===== src/inc/dom_pkg.sv =====
// constants and types for the digital output source multiplexer
// assumes a single 100 MHz clock and a plain register port
// What this block does
// eight outputs, each with its own selector
// sources: direct, PWM, waveform, SENT, sensor
// selected source alone times the low switch
// switch closed gives low, open gives high
// cutoff closed while generating, open disconnects
// per-output mode: open collector or pull-up
// PWM frequency 0 to 100 kHz, duty 0..1; periods below PWM_MIN_PER are accepted, so faster PWM is possible
// SENT source only on four channels
// direct level is software written, unmodulated
// unused selection keeps low switch open
package dom_pkg;
   localparam int unsigned NUM_OUT     = 8;     // output channels
   localparam int unsigned NUM_SENT    = 4;     // channels with a SENT source
   localparam int unsigned ADDR_W      = 8;     // register address width
   localparam int unsigned DATA_W      = 32;    // register data width
   localparam int unsigned SEL_W       = 3;     // source select field width
   localparam int unsigned CLK_HZ      = 100000000;
   localparam int unsigned PWM_MAX_HZ  = 100000;
   // shortest legal pwm period in clocks
   localparam int unsigned PWM_MIN_PER = CLK_HZ / PWM_MAX_HZ;
   localparam int unsigned PER_W       = 24;    // pwm period counter width
   // register offsets
   localparam logic [ADDR_W-1:0] REG_SEL    = 8'h00; // 8 x 3-bit source select
   localparam logic [ADDR_W-1:0] REG_MODE   = 8'h04; // output mode bits
   localparam logic [ADDR_W-1:0] REG_ENABLE = 8'h08; // cutoff close bits
   localparam logic [ADDR_W-1:0] REG_LEVEL  = 8'h0c; // direct level bits
   localparam logic [ADDR_W-1:0] REG_STAT   = 8'h10; // live switch state
   localparam logic [ADDR_W-1:0] REG_PERIOD = 8'h20; // base of 8 pwm periods
   localparam logic [ADDR_W-1:0] REG_HIGH   = 8'h40; // base of 8 pwm high times
   localparam logic [ADDR_W-1:0] REG_STRIDE = 8'h04; // word stride
   localparam logic [ADDR_W-1:0] IDX_MASK   = 8'h1c; // index field inside a bank
   localparam int unsigned       IDX_LSB    = 2;
   localparam logic [DATA_W-1:0] RD_ZERO    = 32'h0000_0000;
   // source encodings
   typedef enum logic [SEL_W-1:0] {
      DOM_SRC_UNUSED = 3'h0,
      DOM_SRC_DIRECT = 3'h1,
      DOM_SRC_PWM    = 3'h2,
      DOM_SRC_WAVE   = 3'h3,
      DOM_SRC_SENT   = 3'h4,
      DOM_SRC_SENSOR = 3'h5
   } dom_src_t;
endpackage


===== src/inc/dom_pwm_if.sv =====
// pwm settings and outputs passed between top and pwm bank
// assumes both ends on the same clock
`timescale 1ns/1ps
`default_nettype none
interface dom_pwm_if;
   import dom_pkg::*;
   logic [PER_W-1:0] period [NUM_OUT]; // clocks per cycle, 0 stops
   logic [PER_W-1:0] high_t [NUM_OUT]; // clocks high per cycle
   logic [NUM_OUT-1:0] level;          // generated levels
   modport ctrl (output period, output high_t, input level);
   modport gen  (input period, input high_t, output level);
endinterface
`default_nettype wire


===== src/hdl/dom_pwm_bank.sv =====
// eight pwm generators, one per output
// assumes settings come from same-clock registers
`timescale 1ns/1ps
`default_nettype none
module dom_pwm_bank
   import dom_pkg::*;
(
   input  wire logic REF_CLK,
   input  wire logic NRST,
   input  wire logic CLK_EN,
   dom_pwm_if.gen    pwm
);
   logic [PER_W-1:0]   cnt_q [NUM_OUT]; // phase counters
   logic [PER_W-1:0]   cnt_d [NUM_OUT];
   logic [NUM_OUT-1:0] lvl_q;           // registered levels
   logic [NUM_OUT-1:0] lvl_d;

   // next phase and level for each channel
   always_comb
   begin
      for (int i = 0; i < NUM_OUT; i++)
      begin
         // frequency and duty
         if (pwm.period[i] == '0)
         begin
            // zero frequency: hold level by duty (0 -> low, else high)
            cnt_d[i] = '0;
            lvl_d[i] = (pwm.high_t[i] != '0);
         end
         else
         begin
            cnt_d[i] = (cnt_q[i] + PER_W'(1) >= pwm.period[i]) ? '0 : cnt_q[i] + PER_W'(1);
            // duty of 1.0 when high time reaches the period
            lvl_d[i] = (cnt_d[i] < pwm.high_t[i]);
         end
      end
   end

   // register phase state
   always_ff @(posedge REF_CLK or negedge NRST)
   begin
      if (!NRST)
      begin
         for (int i = 0; i < NUM_OUT; i++)
         begin
            cnt_q[i] <= '0;
         end
         lvl_q <= '0;
      end
      else if (CLK_EN)
      begin
         cnt_q <= cnt_d;
         lvl_q <= lvl_d;
      end
   end

   assign pwm.level = lvl_q;
endmodule
`default_nettype wire


===== src/hdl/dom_top.sv =====
// digital output source multiplexer with register port
// assumes external sources are asynchronous and get synchronised here
`timescale 1ns/1ps
`default_nettype none
module dom_top
   import dom_pkg::*;
(
   input  wire logic                REF_CLK,
   input  wire logic                NRST,
   input  wire logic                CLK_EN,
   input  wire logic [ADDR_W-1:0]   ADDR,
   input  wire logic [DATA_W-1:0]   WDATA,
   input  wire logic                WR,
   input  wire logic                RD,
   output logic      [DATA_W-1:0]   RDATA,
   input  wire logic [NUM_OUT-1:0]  WAVE_IN,
   input  wire logic [NUM_SENT-1:0] SENT_IN,
   input  wire logic                SENSOR_IN,
   output logic      [NUM_OUT-1:0]  FAST_LOW_SIDE_SWITCH,
   output logic      [NUM_OUT-1:0]  OUTPUT_CUTOFF_SWITCH,
   output logic      [NUM_OUT-1:0]  OUTPUT_MODE_SWITCH
);
   localparam int unsigned EXT_W = NUM_OUT + NUM_SENT + 1; // async inputs

   // software registers
   logic [SEL_W*NUM_OUT-1:0] sel_q, sel_d;     // packed source selects
   logic [NUM_OUT-1:0]       mode_q, mode_d;   // 1 = internal pull-up
   logic [NUM_OUT-1:0]       en_q, en_d;       // 1 = cutoff closed
   logic [NUM_OUT-1:0]       lvl_q, lvl_d;     // direct levels
   logic [PER_W-1:0]         per_q [NUM_OUT];  // pwm periods
   logic [PER_W-1:0]         per_d [NUM_OUT];
   logic [PER_W-1:0]         hi_q  [NUM_OUT];  // pwm high times
   logic [PER_W-1:0]         hi_d  [NUM_OUT];
   logic [DATA_W-1:0]        rdata_q, rdata_d; // read data
   // outputs
   logic [NUM_OUT-1:0]       fls_q, fls_d;     // low switch closed
   logic [NUM_OUT-1:0]       cut_q, cut_d;     // cutoff closed
   // synchronisers
   logic [EXT_W-1:0]         ext_s1_q;         // first stage only
   logic [EXT_W-1:0]         ext_s2_q;         // usable samples
   logic [NUM_OUT-1:0]       wave_s;
   logic [NUM_SENT-1:0]      sent_s;
   logic                     sensor_s;

   dom_pwm_if pwm_c ();

   // pwm bank instance
   dom_pwm_bank u_pwm
   (
      .REF_CLK (REF_CLK),
      .NRST    (NRST),
      .CLK_EN  (CLK_EN),
      .pwm     (pwm_c.gen)
   );

   assign pwm_c.period = per_q;
   assign pwm_c.high_t = hi_q;

   // word index inside a register bank
   function automatic int unsigned bank_idx(input logic [ADDR_W-1:0] a,
                                            input logic [ADDR_W-1:0] base);
      logic [ADDR_W-1:0] off;
      off = a - base;
      return int'(off[IDX_LSB +: SEL_W]);
   endfunction

   // true when address falls in a bank of NUM_OUT words
   function automatic logic in_bank(input logic [ADDR_W-1:0] a,
                                    input logic [ADDR_W-1:0] base);
      logic [ADDR_W-1:0] off;
      off = a - base;
      return (a >= base) && ((off & ~IDX_MASK) == '0);
   endfunction

   // two-stage sync of all external sources
   always_ff @(posedge REF_CLK or negedge NRST)
   begin
      if (!NRST)
      begin
         ext_s1_q <= '0;
         ext_s2_q <= '0;
      end
      else if (CLK_EN)
      begin
         ext_s1_q <= {SENSOR_IN, SENT_IN, WAVE_IN};
         ext_s2_q <= ext_s1_q;
      end
   end

   assign wave_s   = ext_s2_q[NUM_OUT-1:0];
   assign sent_s   = ext_s2_q[NUM_OUT +: NUM_SENT];
   assign sensor_s = ext_s2_q[EXT_W-1];

   // register writes and read decode
   always_comb
   begin
      sel_d   = sel_q;
      mode_d  = mode_q;
      en_d    = en_q;
      lvl_d   = lvl_q;
      per_d   = per_q;
      hi_d    = hi_q;
      rdata_d = RD_ZERO;
      if (WR)
      begin
         // independent selects
         if (ADDR == REG_SEL)
         begin
            sel_d = WDATA[SEL_W*NUM_OUT-1:0];
         end
         // mode per output
         else if (ADDR == REG_MODE)
         begin
            mode_d = WDATA[NUM_OUT-1:0];
         end
         else if (ADDR == REG_ENABLE)
         begin
            en_d = WDATA[NUM_OUT-1:0];
         end
         // software level
         else if (ADDR == REG_LEVEL)
         begin
            lvl_d = WDATA[NUM_OUT-1:0];
         end
         // pwm period set
         else if (in_bank(ADDR, REG_PERIOD))
         begin
            per_d[bank_idx(ADDR, REG_PERIOD)] = WDATA[PER_W-1:0];
         end
         else if (in_bank(ADDR, REG_HIGH))
         begin
            hi_d[bank_idx(ADDR, REG_HIGH)] = WDATA[PER_W-1:0];
         end
      end
      if (RD)
      begin
         if (ADDR == REG_SEL)
         begin
            rdata_d[SEL_W*NUM_OUT-1:0] = sel_q;
         end
         else if (ADDR == REG_MODE)
         begin
            rdata_d[NUM_OUT-1:0] = mode_q;
         end
         else if (ADDR == REG_ENABLE)
         begin
            rdata_d[NUM_OUT-1:0] = en_q;
         end
         else if (ADDR == REG_LEVEL)
         begin
            rdata_d[NUM_OUT-1:0] = lvl_q;
         end
         // live switch state
         else if (ADDR == REG_STAT)
         begin
            rdata_d[NUM_OUT-1:0]         = fls_q;
            rdata_d[NUM_OUT +: NUM_OUT]  = cut_q;
         end
         else if (in_bank(ADDR, REG_PERIOD))
         begin
            rdata_d[PER_W-1:0] = per_q[bank_idx(ADDR, REG_PERIOD)];
         end
         else if (in_bank(ADDR, REG_HIGH))
         begin
            rdata_d[PER_W-1:0] = hi_q[bank_idx(ADDR, REG_HIGH)];
         end
         // unmapped reads return zero
      end
   end

   // per-output source multiplexer
   always_comb
   begin
      for (int i = 0; i < NUM_OUT; i++)
      begin
         logic src_lvl;
         src_lvl = 1'b1;
         // source choice
         case (dom_src_t'(sel_q[i*SEL_W +: SEL_W]))
            DOM_SRC_DIRECT: src_lvl = lvl_q[i];
            DOM_SRC_PWM:    src_lvl = pwm_c.level[i];
            DOM_SRC_WAVE:   src_lvl = wave_s[i];
            // sent only on low four
            DOM_SRC_SENT:   src_lvl = (i < NUM_SENT) ? sent_s[i % NUM_SENT] : 1'b1;
            DOM_SRC_SENSOR: src_lvl = sensor_s;
            // unused keeps switch open
            default:        src_lvl = 1'b1;
         endcase
         // selected source times switch
         // closed for low phase
         fls_d[i] = en_q[i] & ~src_lvl;
         // cutoff closed while active
         cut_d[i] = en_q[i];
      end
   end

   // register state and outputs
   always_ff @(posedge REF_CLK or negedge NRST)
   begin
      if (!NRST)
      begin
         sel_q   <= '0;
         mode_q  <= '0;
         en_q    <= '0;
         lvl_q   <= '0;
         for (int i = 0; i < NUM_OUT; i++)
         begin
            per_q[i] <= '0;
            hi_q[i]  <= '0;
         end
         rdata_q <= RD_ZERO;
         fls_q   <= '0;
         cut_q   <= '0;
      end
      else if (CLK_EN)
      begin
         sel_q   <= sel_d;
         mode_q  <= mode_d;
         en_q    <= en_d;
         lvl_q   <= lvl_d;
         per_q   <= per_d;
         hi_q    <= hi_d;
         rdata_q <= rdata_d;
         fls_q   <= fls_d;
         cut_q   <= cut_d;
      end
   end

   assign RDATA                = rdata_q;
   assign FAST_LOW_SIDE_SWITCH = fls_q;
   assign OUTPUT_CUTOFF_SWITCH = cut_q;
   assign OUTPUT_MODE_SWITCH   = mode_q;
endmodule
`default_nettype wire


===== config.mk =====
export PLATFORM = sky130hd
export DESIGN_NAME = dom_top
export DESIGN_NICKNAME = d
export VERILOG_FILES = /design/src/inc/dom_pkg.sv /design/src/inc/dom_pwm_if.sv /design/src/hdl/dom_pwm_bank.sv /design/src/hdl/dom_top.sv
export SDC_FILE = /design/constraint.sdc
export NUM_CORES = 2
export LEC_CHECK = 0
export BUFFER_PORTS_ARGS = -buffer_cell sky130_fd_sc_hd__buf_2
export CAP_MARGIN = 20
export CORE_MARGIN = 4
export CORE_UTILIZATION = 50
export DETAILED_ROUTE_END_ITERATION = 10
export PLACE_DENSITY = 0.63
export SYNTH_ARGS = -nofsm -noshare
export SYNTH_HDL_FRONTEND = slang
export SYNTH_SLANG_ARGS = --single-unit

===== constraint.sdc =====
create_clock -name REF_CLK -period 14.11 [get_ports REF_CLK]
set_input_delay 2.1165 -clock REF_CLK [delete_from_list [all_inputs] [get_ports REF_CLK]]
set_output_delay 2.1165 -clock REF_CLK [all_outputs]
set_load 0.03 [all_outputs]

==> results.toml <==
[status]
status = "complete, no violations"

[global_route]
grt_use_met1_pct = 46.77
top_usage_layer = "met1"
antenna_found_initial = 6
grt_max_degree = 170
use_met2_pct = 45.34
first_global_vias = 35368
overflow = 0
grt_first_pass_wirelength_mm = 230.6
met3_usage_pct = 8.093
grt.total_usage_pct = 32.24

[floorplan]
fp.dieW_um = 310.0
rows = 110
initial_core_util_pct = 50.51
die_y_um = 310.0
dieArea_um2 = 96110
num_io_pins = 114
core_um2 = 90290

[setup_path]
reg2regPathDepth = 19
worstSetupPathType = "register to register"
cp.required_ns = 14.59
crit_start = "u_pwm.cnt_q[96]$_DFFE_PN0P_"
r2r_slack_ns = 7.80
start_kind = "register"
cp_max_fo = 20
crit-reg2reg-launch = "u_pwm.cnt_q[96]$_DFFE_PN0P_"
crit_path_end_kind = "register"
crit_arrival_ns = 6.79

[drt]
drt_iter0_markers = 4426
ant_nets = 0
avgViaCountPerCell = 6.274
routed-via-count = 37867
drc_errors = 0
postRouteWirelength_mm = 156.4
wl_per_cell_um = 25.91
drtPass1Iterations = 5

[placed_design]
place.gp.congestion = 1.075
place.port_buffers = 97
hpwl_mm = 113.6

[synth]
syn_inst = 4842
ys.flop_type = "dfrtp_1"
synth_cell_types = 83
syn_avg_cell_area_um2 = 9.419
synth-edff-count = 0
synth_top_area_share_pct = 38.30
netlist_area_um2 = 45600
synth_seq_cells = 698
async_flop_share_pct = 100.0
synth_seq_area_share_pct = 38.30
synth_area_leaders = "dfrtp_1, ha_1, mux2_2"
yosysTopAreaCell = "dfrtp_1"
ys_warn_count = 0

[worst_hold_path]
min_from = "RDATA[2]$_DFFE_PN0P_"
hold_depth = 1
hold_path_class = "register to register"

[timing]
finClkSkew_ns = 0.02463
hold_slack_ns = 0.4837
slew_headroom_pct = 29.15
max_freq_mhz = 158.5
rsz0062_at_grt = "false"
setup_viol = 0
period_share_pct = 44.73
fin_crit_ns = 6.311
hold_violations = 0
drv_slew = 0
worst_slew_pin_slew_ns = 1.060
tns_ns = 0

[cells_and_area]
final_layout_size_suffix_gt1_share_pct = 13.87
multi_input_area_um2 = 25210
area_delta_synth_final_pct = 8.842
nNetsFinal = 5240
seq_area_um2 = 17470
fill_cells = 8118

[clock_network]
cts_root_buf = "clkbuf_16"
numCtsBuffers = 82
insertion_delay_ns = 0.65
post_cts_buffers = 0
htree_levels = 3
cts_tree = "built"
cts_resized = 0
clkSinkCount = 698
path_clk_slew_ns = 0.06
postCtsHoldBufs = 0
clock_tree.buffer_depth = 3

[power]
cellLeakagePower_nw = 24.00
power_density_nw_per_um2 = 111.6
vdd_drop_max_mv = 0.09842

[flow_run]
maxCapViolCount = 0
per-layer routing:
| layer | share of wire [%] | wire length [µm] |
|---|---|---|
| met3 | 11 | 17610 |
| met5 | 0.0083 | 13 |
| met4 | 5.3 | 8245 |
| met1 | 43 | 67240 |
| met2 | 40 | 63260 |
sequential cells by signal (all words and copies together), names as in the netlist:
signal and cells:
FAST_LOW_SIDE_SWITCH 8, OUTPUT_CUTOFF_SWITCH 8, OUTPUT_MODE_SWITCH 8, RDATA 24, cut_d 8, ext_s1_q 13, ext_s2_q 13, hi_q 192
lvl_q 8, per_q 192, sel_q 24, u_pwm.cnt_q 192, u_pwm.pwm.level 8
power breakdown:
part	switching, W	total, W	internal [W]
logic	0.000571	0.000949	0.000378
clock network	0.000902	0.00228	0.00137
registers	0.000188	0.00232	0.00213
total	0.00166	0.00554	0.00388
cells in the final DEF (no fill, tap or decap), drive strengths merged, types with 29 or more instances in the layout:
cell and instances:
nand4 97, a21oi 130, o2bb2ai 82, nor4 107, mux4 96, dfrtp 698, and4 47, a31oi 37
a21o 29, clkbuf 116, buf 144, mux2 197, a22o 32, a211oi 29, inv 463, nand3 133
nor2 181, o22ai 34, o21ai 416, ha 386, o31ai 35, xnor2 107, a31o 54, nand2 570
and3 48, xor2 63, mux2i 48, nor3 65, nor2b 201
per-stage QoR:
stage	instance area, µm²	total power (W)	instances	setup WS [ns]	util (%)
floorplan	45630	0.002917	4849	9.307	-
global placement	46760	0.003253	5886	8.031	51.79
detailed placement	46760	0.003277	5886	7.893	51.79
CTS	49590	0.005550	6032	7.868	54.93
global route	49630	0.005776	6034	7.417	54.97
finish	49640	0.005542	6036	7.799	54.98
worst max-delay path: stages (launching register included):
cell,delay [ns]
dfrtp_1,0.55
ha_1,0.32
inv_1,0.10
nor3_1,0.77
nand4_1,0.22
xnor2_1,0.49
ha_1,0.20
nand4_1,0.10
nor3_1,0.30
nand4_1,0.19
o311ai_4,0.62
buf_4,0.36
nor2b_1,0.09
ha_1,0.30
and4_1,0.24
nand4_1,0.16
nor3_1,0.27
or3b_2,0.47
o211ai_1,0.29
a22oi_1,0.12
Yosys cell counts (10+ instances only):
master and number:
nor2b_1 201, o21ai_0 381, buf_2 79, mux2_2 197, a22o_1 32, nor3_1 59
a31o_2 52, ha_1 386, nand2_1 570, and4_1 47, mux4_2 96, a32o_1 10
o21ai_1 35, nand4_1 97, o22ai_1 34, xor2_1 63, o31ai_1 35, a21oi_1 130
o211ai_1 17, a31oi_1 37, nand3_1 131, a211oi_1 29, o21a_1 12, and2_1 11
o2bb2ai_1 82, a21o_1 29, xnor2_1 107, buf_4 24, nor4_1 105, or2_2 10
and3_1 48, a221oi_1 11, dfrtp_1 698, mux2i_1 48, nor2_1 172, clkbuf_1 164
inv_1 460
worst paths after layout:
kind | to
worst min register to register | RDATA[2]$_DFFE_PN0P_
worst max register to register | u_pwm.pwm.level[3]$_DFFE_PN0P_
max in group asynchronous | per_q[150]$_DFFE_PN0P_
min in group asynchronous | u_pwm.cnt_q[94]$_DFFE_PN0P_
worst max-delay path | u_pwm.pwm.level[3]$_DFFE_PN0P_
worst min-delay path | RDATA[2]$_DFFE_PN0P_
cell type report:
cell class              instances  area share (%)
multi-input cells            3409           50.78
clock inverters                30          0.8268
well taps                    1176           2.964
inverters                     461           3.491
flip-flops and latches        698           35.19
diodes                          2         0.01008
repair buffers                144           1.853
clock buffers                 116           4.883
cells by family (layout without fill, tap and decap cells):
logic type               after synthesis  after routing  synth area share (%)
adder cells (fa/ha/maj)              386            386                 10.59
other                                  1             10              0.008223
flip-flops                           698            698                 38.30
multiplexers                         341            341                 10.66
buffers and inverters                742            751                 6.626
XOR/XNOR                             170            170                 3.265
AO/OA/AOI/OAI                        985            985                 13.80
AND/OR/NAND/NOR                     1519           1519                 16.75
(Power assumes the default switching activity.)
